<file path="config.mk">
export PLATFORM = sky130hd
export DESIGN_NAME = fdc_control
export DESIGN_NICKNAME = d
export VERILOG_FILES = /design/src/pkg/fdc_pkg.sv /design/src/hw/fdc_control.sv /design/src/hw/mfm_serializer.sv /design/src/hw/mfm_deserializer.sv
export VERILOG_INCLUDE_DIRS = /design/src /design/src/pkg
export SDC_FILE = /design/constraint.sdc
export NUM_CORES = 1
export LEC_CHECK = 0
export BUFFER_PORTS_ARGS = -buffer_cell sky130_fd_sc_hd__buf_2
export CAP_MARGIN = 30
export CORE_MARGIN = 1.5
export CORE_UTILIZATION = 56
export DETAILED_ROUTE_END_ITERATION = 6
export GPL_TIMING_DRIVEN = 0
export PLACE_DENSITY = 0.81
export SYNTH_ARGS = -nofsm -noshare
export SYNTH_HDL_FRONTEND = slang
export SYNTH_SLANG_ARGS = --single-unit
</file>
<file path="constraint.sdc">
create_clock -name clock -period 3.7 [get_ports clock]
set_input_delay 0.925 -clock clock [delete_from_list [all_inputs] [get_ports clock]]
set_output_delay 0.925 -clock clock [all_outputs]
set_load 0.01 [all_outputs]
</file>
<file path="src/pkg/fdc_params.svh">
`ifndef FDC_PARAMS_SVH
`define FDC_PARAMS_SVH
// ****************************************
// Register offsets (byte addresses)
// ****************************************
`define OFS_MAIN_STATUS 8'h00
`define OFS_DATA        8'h04
`define OFS_RATE        8'h08
`define OFS_DRIVE_CTL   8'h0C
`define OFS_DRIVE_STAT  8'h10
// ****************************************
// Field codes and reset values
// ****************************************
`define RATE_500K       2'h0
`define RATE_300K       2'h1
`define RATE_250K       2'h2
`define RATE_1M         2'h3
`define RATE_RESET      `RATE_250K
`define DRIVE_CTL_RESET 8'h00
`define MSR_RQM         7
`define MSR_DIO         6
`define MSR_EXEC        5
`define MSR_BUSY        4
`define CMD_WRITE       4'h5
`define CMD_READ        4'h6
`define ST_NORMAL       8'h00
`define ST_ABNORMAL     8'h40
`define ST_INVALID      8'h80
`define ST_NOT_WRITABLE 8'h02
// ****************************************
// Timing
// ****************************************
`define CLK_HZ          125000000
`define CORE_4M_HZ      4000000
`define CORE_4M8_HZ     4800000
`define CORE_8M_HZ      8000000
`define BIT_250K_HZ     250000
`define BIT_300K_HZ     300000
`define BIT_500K_HZ     500000
`define BIT_1M_HZ       1000000
`define ACC_W           24
`endif

</file>
<file path="src/pkg/fdc_pkg.sv">
package fdc_pkg;
    typedef enum logic [1:0] {PH_IDLE, PH_WR_EXEC, PH_RD_EXEC, PH_RESULT} phase_t;
    typedef enum logic [1:0] {CORE_4M, CORE_4M8, CORE_8M} core_clk_t;
    typedef struct packed {
        logic [7:0] shreg;
        logic [2:0] count;
        logic       loaded;
        logic       window;
        logic       prev_bit;
        logic       pulse;
    } ser_state_t;
    typedef struct packed {
        logic       prev;
        logic       window;
        logic       seen;
        logic [7:0] shreg;
        logic [2:0] count;
        logic [7:0] data;
        logic       valid;
    } des_state_t;
    typedef struct packed {
        logic [1:0]  tc_s;
        logic [1:0]  dack_s;
        logic [1:0]  trk_s;
        logic [1:0]  wp_s;
        logic [1:0]  rd_s;
        phase_t      phase;
        logic [1:0]  rate;
        logic [7:0]  drive_ctl;
        core_clk_t   core_sel;
        logic        lo_sw;
        logic        hi_sw;
        logic [23:0] core_acc;
        logic [23:0] cell_acc;
        logic        core_tick;
        logic        cell_tick;
        logic [7:0]  cmd;
        logic        cmd_full;
        logic [7:0]  wbyte;
        logic        wbyte_full;
        logic [7:0]  rbyte;
        logic        rbyte_full;
        logic        overrun;
        logic [7:0]  status;
        logic        tc_seen;
        logic        gate;
        logic        wdat;
        logic        aw_full;
        logic [7:0]  aw_addr;
        logic        w_full;
        logic [7:0]  w_data;
        logic        w_strb0;
        logic        bvalid;
        logic [1:0]  bresp;
        logic        rvalid;
        logic [31:0] rdata;
        logic [1:0]  rresp;
    } top_state_t;
endpackage : fdc_pkg

</file>
<file path="src/hw/fdc_control.sv">
`timescale 1ns/1ps
`include "fdc_params.svh"
module fdc_control
(
    input  wire logic             clock,
    input  wire logic             nrst,
    input  wire logic [7:0]       s_axi_awaddr,
    input  wire logic             s_axi_awvalid,
    output logic                  s_axi_awready,
    input  wire logic [31:0]      s_axi_wdata,
    input  wire logic [3:0]       s_axi_wstrb,
    input  wire logic             s_axi_wvalid,
    output logic                  s_axi_wready,
    output logic [1:0]            s_axi_bresp,
    output logic                  s_axi_bvalid,
    input  wire logic             s_axi_bready,
    input  wire logic [7:0]       s_axi_araddr,
    input  wire logic             s_axi_arvalid,
    output logic                  s_axi_arready,
    output logic [31:0]           s_axi_rdata,
    output logic [1:0]            s_axi_rresp,
    output logic                  s_axi_rvalid,
    input  wire logic             s_axi_rready,
    input  wire logic             transfer_end_count,
    input  wire logic             dma_ack_n,
    input  wire logic             head_at_outer_track_n,
    input  wire logic             media_write_locked_n,
    input  wire logic             read_data_n,
    output logic                  write_data_o,
    output logic                  write_data_oe_n,
    output logic                  write_enable_gate_o,
    output logic                  write_enable_gate_oe_n,
    output logic                  low_rate_filter_switch,
    output logic                  high_rate_filter_switch,
    output fdc_pkg::core_clk_t    core_clk_sel,
    output logic                  core_tick,
    output logic [7:0]            drive_ctl
);
    import fdc_pkg::*;

    // ****************************************
    // Helpers
    // ****************************************
    function automatic logic [23:0] acc_inc(input longint hz);
        longint full;
        full = (hz * (64'sd1 <<< `ACC_W)) / `CLK_HZ;
        return full[23:0];
    endfunction : acc_inc

    function automatic core_clk_t core_for_rate(input logic [1:0] rate);
        case (rate)
            `RATE_1M:   return CORE_8M;
            `RATE_300K: return CORE_4M8;
            default:    return CORE_4M;
        endcase
    endfunction : core_for_rate

    // Half bit cells: one clock window, one data window per bit
    function automatic logic [23:0] cell_inc(input logic [1:0] rate);
        case (rate)
            `RATE_500K: return acc_inc(2 * `BIT_500K_HZ);
            `RATE_300K: return acc_inc(2 * `BIT_300K_HZ);
            `RATE_1M:   return acc_inc(2 * `BIT_1M_HZ);
            default:    return acc_inc(2 * `BIT_250K_HZ);
        endcase
    endfunction : cell_inc

    function automatic logic [23:0] core_inc(input core_clk_t sel);
        case (sel)
            CORE_8M:  return acc_inc(`CORE_8M_HZ);
            CORE_4M8: return acc_inc(`CORE_4M8_HZ);
            default:  return acc_inc(`CORE_4M_HZ);
        endcase
    endfunction : core_inc

    function automatic logic mapped(input logic [7:0] a);
        return a == `OFS_MAIN_STATUS || a == `OFS_DATA || a == `OFS_RATE
            || a == `OFS_DRIVE_CTL || a == `OFS_DRIVE_STAT;
    endfunction : mapped

    // ****************************************
    // State
    // ****************************************
    top_state_t r;
    top_state_t n;
    logic       ser_ready;
    logic       ser_busy;
    logic       ser_pulse;
    logic [7:0] des_data;
    logic       des_valid;
    logic       wr_exec;
    logic       rd_exec;
    logic       tc_qual;
    logic       locked;
    logic [7:0] msr;
    logic [24:0] core_sum;
    logic [24:0] cell_sum;
    logic       do_write;
    logic       do_read;

    assign wr_exec = r.phase == PH_WR_EXEC;
    assign rd_exec = r.phase == PH_RD_EXEC;
    assign tc_qual = r.tc_s[1] & ~r.dack_s[1];
    assign locked  = ~r.wp_s[1];

    // Handshake toward the host
    always_comb
    begin
        msr = 8'h00;
        case (r.phase)
            PH_IDLE:    msr[`MSR_RQM] = ~r.cmd_full;
            PH_WR_EXEC: msr[`MSR_RQM] = ~r.wbyte_full;
            PH_RD_EXEC: msr[`MSR_RQM] = r.rbyte_full;
            PH_RESULT:  msr[`MSR_RQM] = 1'b1;
            default:    msr[`MSR_RQM] = 1'b0;
        endcase
        msr[`MSR_DIO]  = rd_exec | (r.phase == PH_RESULT);
        msr[`MSR_EXEC] = wr_exec | rd_exec;
        msr[`MSR_BUSY] = r.phase != PH_IDLE || r.cmd_full;
    end

    assign s_axi_awready = ~r.aw_full;
    assign s_axi_wready  = ~r.w_full;
    assign s_axi_bvalid  = r.bvalid;
    assign s_axi_bresp   = r.bresp;
    assign s_axi_arready = ~r.rvalid;
    assign s_axi_rvalid  = r.rvalid;
    assign s_axi_rdata   = r.rdata;
    assign s_axi_rresp   = r.rresp;
    assign do_write      = r.aw_full & r.w_full & ~r.bvalid;
    assign do_read       = s_axi_arvalid & ~r.rvalid;

    assign write_data_o           = 1'b0;
    assign write_data_oe_n        = ~r.wdat;
    assign write_enable_gate_o    = 1'b0;
    assign write_enable_gate_oe_n = ~r.gate;
    assign low_rate_filter_switch  = r.lo_sw;
    assign high_rate_filter_switch = r.hi_sw;
    assign core_clk_sel = r.core_sel;
    assign core_tick    = r.core_tick;
    assign drive_ctl    = r.drive_ctl;
    assign core_sum = {1'b0, r.core_acc} + {1'b0, core_inc(r.core_sel)};
    assign cell_sum = {1'b0, r.cell_acc} + {1'b0, cell_inc(r.rate)};

    // ****************************************
    // Next state
    // ****************************************
    always_comb
    begin
        n = r;
        // Pins are asynchronous to this clock
        n.tc_s   = {r.tc_s[0], transfer_end_count};
        n.dack_s = {r.dack_s[0], dma_ack_n};
        n.trk_s  = {r.trk_s[0], head_at_outer_track_n};
        n.wp_s   = {r.wp_s[0], media_write_locked_n};
        n.rd_s   = {r.rd_s[0], read_data_n};

        // Switches follow the stored rate from flops, so no decode glitch
        n.core_sel  = core_for_rate(r.rate);
        n.hi_sw     = r.rate == `RATE_500K;
        n.lo_sw     = r.rate == `RATE_250K || r.rate == `RATE_300K;
        n.core_acc  = core_sum[23:0];
        n.core_tick = core_sum[24];
        n.cell_acc  = cell_sum[23:0];
        n.cell_tick = cell_sum[24];

        // AXI channels
        if (s_axi_awvalid && !r.aw_full)
        begin
            n.aw_full = 1'b1;
            n.aw_addr = s_axi_awaddr;
        end
        if (s_axi_wvalid && !r.w_full)
        begin
            n.w_full  = 1'b1;
            n.w_data  = s_axi_wdata[7:0];
            n.w_strb0 = s_axi_wstrb[0];
        end
        if (r.bvalid && s_axi_bready)
            n.bvalid = 1'b0;
        if (r.rvalid && s_axi_rready)
            n.rvalid = 1'b0;

        // Serializer takes the held byte
        if (ser_ready && r.wbyte_full && wr_exec)
            n.wbyte_full = 1'b0;

        // Register writes
        if (do_write)
        begin
            n.aw_full = 1'b0;
            n.w_full  = 1'b0;
            n.bvalid  = 1'b1;
            n.bresp   = mapped(r.aw_addr) ? 2'h0 : 2'h2;
            if (r.w_strb0)
            begin
                case (r.aw_addr)
                    `OFS_RATE:      n.rate = r.w_data[1:0];
                    `OFS_DRIVE_CTL: n.drive_ctl = r.w_data;
                    `OFS_DATA:
                    begin
                        // Bytes offered out of turn are dropped
                        if (r.phase == PH_IDLE && !r.cmd_full)
                        begin
                            n.cmd      = r.w_data;
                            n.cmd_full = 1'b1;
                        end
                        else if (wr_exec && !r.wbyte_full)
                        begin
                            n.wbyte      = r.w_data;
                            n.wbyte_full = 1'b1;
                        end
                    end
                    default: ;
                endcase
            end
        end

        // Deserialized byte; an unread one is lost and flagged
        if (des_valid && rd_exec)
        begin
            n.rbyte      = des_data;
            n.overrun    = r.overrun | r.rbyte_full;
            n.rbyte_full = 1'b1;
        end

        // Register reads
        if (do_read)
        begin
            n.rvalid = 1'b1;
            n.rresp  = mapped(s_axi_araddr) ? 2'h0 : 2'h2;
            n.rdata  = 32'h0000_0000;
            case (s_axi_araddr)
                `OFS_MAIN_STATUS: n.rdata[7:0] = msr;
                `OFS_RATE:        n.rdata[1:0] = r.rate;
                `OFS_DRIVE_CTL:   n.rdata[7:0] = r.drive_ctl;
                `OFS_DRIVE_STAT:
                    n.rdata[3:0] = {r.gate, r.tc_seen, locked, ~r.trk_s[1]};
                `OFS_DATA:
                begin
                    if (rd_exec && r.rbyte_full)
                    begin
                        n.rdata[7:0] = r.rbyte;
                        if (!(des_valid && rd_exec))
                            n.rbyte_full = 1'b0;
                    end
                    else if (r.phase == PH_RESULT)
                    begin
                        n.rdata[7:0] = r.status;
                        n.phase      = PH_IDLE;
                    end
                end
                default: ;
            endcase
        end

        // Command sequencing, paced by the core clock
        if (r.core_tick)
        begin
            case (r.phase)
                PH_IDLE:
                begin
                    if (r.cmd_full)
                    begin
                        n.cmd_full = 1'b0;
                        n.overrun  = 1'b0;
                        n.tc_seen  = 1'b0;
                        if (r.cmd[3:0] == `CMD_WRITE && locked)
                        begin
                            n.status = `ST_ABNORMAL | `ST_NOT_WRITABLE;
                            n.phase  = PH_RESULT;
                        end
                        else if (r.cmd[3:0] == `CMD_WRITE)
                            n.phase = PH_WR_EXEC;
                        else if (r.cmd[3:0] == `CMD_READ)
                            n.phase = PH_RD_EXEC;
                        else
                        begin
                            n.status = `ST_INVALID;
                            n.phase  = PH_RESULT;
                        end
                    end
                end
                PH_WR_EXEC:
                begin
                    // Protection raised mid-write stops the write at once
                    if (locked)
                    begin
                        n.status     = `ST_ABNORMAL | `ST_NOT_WRITABLE;
                        n.wbyte_full = 1'b0;
                        n.phase      = PH_RESULT;
                    end
                    // A last pulse still in flight must leave inside the gate
                    else if (r.tc_seen && !r.wbyte_full && !ser_busy && !ser_pulse)
                    begin
                        n.status = `ST_NORMAL;
                        n.phase  = PH_RESULT;
                    end
                end
                PH_RD_EXEC:
                begin
                    if (r.tc_seen)
                    begin
                        n.status     = r.overrun ? `ST_ABNORMAL : `ST_NORMAL;
                        n.rbyte_full = 1'b0;
                        n.phase      = PH_RESULT;
                    end
                end
                PH_RESULT: ;
                default: n.phase = PH_IDLE;
            endcase
        end

        // Count seen after the clear above so a new one is never lost
        if (tc_qual && (wr_exec || rd_exec))
            n.tc_seen = 1'b1;
        n.gate = n.phase == PH_WR_EXEC && !locked;
        n.wdat = ser_pulse & n.gate;
    end

    // ****************************************
    // Registers
    // ****************************************
    always_ff @(posedge clock or negedge nrst)
    begin
        if (!nrst)
        begin
            r           <= '0;
            r.phase     <= PH_IDLE;
            r.rate      <= `RATE_RESET;
            r.drive_ctl <= `DRIVE_CTL_RESET;
            r.core_sel  <= CORE_4M;
            r.lo_sw     <= 1'b1;
            r.tc_s      <= 2'h0;
            r.dack_s    <= 2'h3;
            r.trk_s     <= 2'h3;
            r.wp_s      <= 2'h3;
            r.rd_s      <= 2'h3;
        end
        else
            r <= n;
    end

    // ****************************************
    // Data path
    // ****************************************
    mfm_serializer u_ser
    (
        .clock      (clock),
        .nrst       (nrst),
        .enable     (wr_exec),
        .half_tick  (r.cell_tick),
        .byte_data  (r.wbyte),
        .byte_valid (r.wbyte_full & wr_exec),
        .byte_ready (ser_ready),
        .busy       (ser_busy),
        .pulse      (ser_pulse)
    );

    mfm_deserializer u_des
    (
        .clock      (clock),
        .nrst       (nrst),
        .enable     (rd_exec),
        .half_tick  (r.cell_tick),
        .rd_level   (~r.rd_s[1]),
        .byte_data  (des_data),
        .byte_valid (des_valid)
    );
endmodule : fdc_control

</file>
<file path="src/hw/mfm_serializer.sv">
`timescale 1ns/1ps
module mfm_serializer
(
    input  wire logic       clock,
    input  wire logic       nrst,
    input  wire logic       enable,
    input  wire logic       half_tick,
    input  wire logic [7:0] byte_data,
    input  wire logic       byte_valid,
    output logic            byte_ready,
    output logic            busy,
    output logic            pulse
);
    import fdc_pkg::*;
    ser_state_t r;
    ser_state_t n;

    assign byte_ready = enable & ~r.loaded;
    assign busy       = r.loaded;
    assign pulse      = r.pulse;

    always_comb
    begin
        n       = r;
        n.pulse = 1'b0;
        if (byte_valid && byte_ready)
        begin
            n.shreg  = byte_data;
            n.count  = 3'h0;
            n.loaded = 1'b1;
            n.window = 1'b0;
        end
        else if (half_tick && r.loaded)
        begin
            n.window = ~r.window;
            if (!r.window)
                // Clock bit only between two zero data bits
                n.pulse = ~r.prev_bit & ~r.shreg[7];
            else
            begin
                n.pulse    = r.shreg[7];
                n.prev_bit = r.shreg[7];
                n.shreg    = {r.shreg[6:0], 1'b0};
                n.count    = r.count + 3'h1;
                if (r.count == 3'h7)
                    n.loaded = 1'b0;
            end
        end
    end

    always_ff @(posedge clock or negedge nrst)
    begin
        if (!nrst)
            r <= '0;
        else
            r <= n;
    end
endmodule : mfm_serializer

</file>
<file path="src/hw/mfm_deserializer.sv">
`timescale 1ns/1ps
module mfm_deserializer
(
    input  wire logic       clock,
    input  wire logic       nrst,
    input  wire logic       enable,
    input  wire logic       half_tick,
    input  wire logic       rd_level,
    output logic [7:0]      byte_data,
    output logic            byte_valid
);
    import fdc_pkg::*;
    des_state_t r;
    des_state_t n;
    logic       edge_seen;

    assign byte_data  = r.data;
    assign byte_valid = r.valid;

    always_comb
    begin
        n         = r;
        n.valid   = 1'b0;
        n.prev    = rd_level;
        edge_seen = rd_level & ~r.prev;
        if (edge_seen)
            n.seen = 1'b1;
        if (!enable)
        begin
            n.count  = 3'h0;
            n.window = 1'b0;
            n.seen   = 1'b0;
        end
        else if (half_tick)
        begin
            n.window = ~r.window;
            n.seen   = 1'b0;
            // Pulses in the clock window are dropped; only data windows shift in
            if (r.window)
            begin
                n.shreg = {r.shreg[6:0], r.seen | edge_seen};
                n.count = r.count + 3'h1;
                if (r.count == 3'h7)
                begin
                    n.data  = {r.shreg[6:0], r.seen | edge_seen};
                    n.valid = 1'b1;
                end
            end
        end
    end

    always_ff @(posedge clock or negedge nrst)
    begin
        if (!nrst)
            r <= '0;
        else
            r <= n;
    end
endmodule : mfm_deserializer

</file>
==> results.json <==
{
  "netlist-cell-type-count": 70,
  "cts-root-buf": "sky130_fd_sc_hd__clkbuf_16",
  "max-cap-violations": 0,
  "cts_resized": 0,
  "synth_area_um2": 8857,
  "synthFlopType": "sky130_fd_sc_hd__dfrtp_1",
  "timing.critical_path.from_type": "flip-flop",
  "synth.avg_cell_area_um2": 10.74,
  "max_freq_mhz": 299.0,
  "pre_cts_ws_ns": 0.4639,
  "critPathMaxFanout": 4,
  "synth.ff_latch_count": 174,
  "placeableCoreArea_um2": 15310,
  "worstSetupEndpointType": "flip-flop",
  "placement.io_buffers": 65,
  "finClkSkew_ns": 0.01040,
  "finalSetupTns_ns": 0,
  "layout-drive-gt1-share_pct": 23.68,
  "wl_um": 17620,
  "drv_slew": 0,
  "drt_iter0_drc": 583,
  "hold_ws_ns": 0.3499,
  "detail_route.first_pass.iterations": 4,
  "placedInstanceArea_um2": 9585,
  "grt_use_total_pct": 23.26,
  "post_synthesis_sequential_area_ratio_pct": 49.30,
  "cts_tree": "yes",
  "synthDominantCellAreaShare_pct": 46.33,
  "yosysWarnings": 0,
  "layout_cell_area_excl_fill_um2": 10270,
  "grt_max_degree": 94,
  "dp_hpwl_um": 12190,
  "antenna_found_initial": 0,
  "via_count_of_the_first_global_routing_pass": 6267,
  "dominant_cells_by_area_after_synthesis": "sky130_fd_sc_hd__dfrtp_1 (46%), sky130_fd_sc_hd__ha_1 (6.9%), sky130_fd_sc_hd__mux2_2 (6.5%)",
  "final-hold-violation-count": 0,
  "layout_setup_ws_ns": 0.3558,
  "wl_per_cell_um": 15.17,
  "max-vdd-ir-drop_uv": 401.3,
  "outcome": "completed",
  "arrival_ns": 3.65,
  "dieArea_um2": 16580,
  "layout.area.seq_um2": 4367,
  "post-route-drc-count": 0,
  "synthCells": 825,
  "cts-root-to-sink-buffers": 2,
  "initial_utilization_pct": 57.83,
  "numCtsBuffers": 17,
  "rsz0062_at_grt": "false",
  "netlist.top_cell.by_area": "sky130_fd_sc_hd__dfrtp_1",
  "asyncSetResetFlopFracSynth_pct": 100.0,
  "final_min_period_over_clock_period_pct": 90.38,
  "via_count": 6292,
  "worstMarginPinSlew_ns": 0.8452,
  "setup-violations-final": 0,
  "areaGrowthSynthToFinish_pct": 15.93,
  "postRouteAntennaNets": 0,
  "synth_edf_count": 0,
  "dieWidth_um": 128.8,
  "post-synth-top-count-cell": "sky130_fd_sc_hd__dfrtp_1",
  "io_pins": 122,
  "via_per_inst": 5.419,
  "standard_cell_rows": 45,
  "clock_sink_count": 174,
  "postCtsSetupRepairBufs": 0,
  "globalRouteOverflowTotal": 0,
  "fillers": 1176,
  "min_period_ns": 3.344,
  "floorplan.die.height_um": 128.8,
  "clk_pin_slew_ns": 0.07,
  "relSlewSlack_pct": 43.13,
  "p_leak_nw": 4.965,
  "hold_path.class": "flip-flop to flip-flop",
  "yosys-top-cells-count": "sky130_fd_sc_hd__dfrtp_1 (164), sky130_fd_sc_hd__nand2_1 (95), sky130_fd_sc_hd__mux2_2 (51), sky130_fd_sc_hd__ha_1 (49), sky130_fd_sc_hd__buf_4 (48)",
  "finalCoreUtilization_pct": 67.05,
  "cts_htree_levels": 4,
  "clock_insertion_delay_at_the_later_pin_of_the_skew_report_ns": 0.43,
  "criticalPathCategory": "flip-flop to flip-flop",
  "gp_congestion": 0.9066,
  "multiInputGateArea_um2": 4018,
  "cp_data_required_time_ns": 4.01,
  "finalNetCount": 1052,
  "global_route_wire_length_before_repair_um": 30430,
  "pwr_density_cell_nw_per_um2": 709.8,
  "antenna_diode_count": 0,
  "hold_buffers": 0
}
-- final timing paths --
path                        start  endpoint  slack, ns  depth (start not counted)
max                        r[159]    r[116]       0.36                         11
min                        n[169]    r[169]       0.35                          0
max reg2reg                r[159]    r[116]       0.36                         11
min reg2reg                n[169]    r[169]       0.35                          0
max in group asynchronous    nrst    r[167]       2.37                          2
min in group asynchronous    nrst    r[113]       0.47                          1
-- flip-flops by register name (all words and copies together), names as in the netlist --
signal,flops
n,5
r,107
u_des.r,13
core_tick,1
core_clk_sel,2
low_rate_filter_switch,1
s_axi_bvalid,1
u_ser.pulse,1
u_des.byte_data,8
high_rate_filter_switch,1
s_axi_rresp,1
u_ser.busy,1
s_axi_bresp,1
s_axi_rdata,8
u_ser.r,13
s_axi_rvalid,1
drive_ctl,8
u_des.byte_valid,1
-- logic make-up (layout without fill, tap and decap cells) --
kind of cell,Yosys count,count (layout),share of synthesized area (%)
AOI/OAI and AO/OA,159,159,12.04
xor gates and xnor gates,41,41,4.054
adders and majority gates,51,51,7.374
buffers and inverters,103,201,6.484
DFF,174,174,49.30
muxes,57,57,7.388
other,1,28,0.04234
and+or+nand+nor,239,239,13.32
-- layout make-up --
cell class / instances / share of cell area (%)
Clock inverter: 10 / 2.035
Buffer: 63 / 4.131
Sequential cell: 174 / 42.52
Tap cell: 211 / 2.571
Timing Repair Buffer: 66 / 3.534
Multi-Input combinational cell: 575 / 39.13
Inverter: 40 / 1.462
Clock buffer: 22 / 4.618
-- routing by layer --
layer | GRT usage (%) | vias to the layer above | share of wire, %
li1 | - | 3047 | -
met1 | 31.89 | 3047 | 46
met2 | 36.74 | 173 | 46
met3 | 5.114 | 25 | 6.0
met4 | 8.328 | 0 | 1.5
met5 | 0 | - | 0
-- placed cells by master (no fill, tap or decap), types with 27 or more instances in the layout --
cell type	synthesis	final
sky130_fd_sc_hd__dfrtp_1	164	164
sky130_fd_sc_hd__nand2_1	95	95
sky130_fd_sc_hd__buf_2	0	64
sky130_fd_sc_hd__mux2_2	51	51
sky130_fd_sc_hd__ha_1	49	49
sky130_fd_sc_hd__buf_4	48	48
sky130_fd_sc_hd__nor2_1	47	47
sky130_fd_sc_hd__inv_1	39	39
sky130_fd_sc_hd__o21ai_0	39	39
sky130_fd_sc_hd__a21oi_1	36	36
sky130_fd_sc_hd__conb_1	1	28
sky130_fd_sc_hd__xnor2_1	27	27
-- report_power, final --
part	switching (W)	internal (W)	total [W]
combinational	0.00140	0.00113	0.00253
sequential	0.000328	0.00238	0.00271
clock	0.000732	0.00132	0.00205
-- worst max-delay path, stage by stage, from the launching register on --
cell	delay, ns
sky130_fd_sc_hd__dfstp_2	0.58
sky130_fd_sc_hd__inv_1	0.11
sky130_fd_sc_hd__ha_1	0.40
sky130_fd_sc_hd__inv_1	0.07
sky130_fd_sc_hd__ha_1	0.20
sky130_fd_sc_hd__fa_1	0.41
sky130_fd_sc_hd__a21o_1	0.19
sky130_fd_sc_hd__a31oi_1	0.28
sky130_fd_sc_hd__o211ai_1	0.17
sky130_fd_sc_hd__a41oi_2	0.33
sky130_fd_sc_hd__nor4bb_1	0.09
sky130_fd_sc_hd__a2111o_1	0.39
-- per-stage QoR --
stage | total power [W] | std cells
3_3_place_gp | 0.005090 | 1128
3_5_place_dp | 0.005200 | 1129
2_1_floorplan | 0.004603 | 852
5_1_grt | 0.007780 | 1161
6_report | 0.007289 | 1161
4_1_cts | 0.007303 | 1161
(Power assumes the default switching activity.)
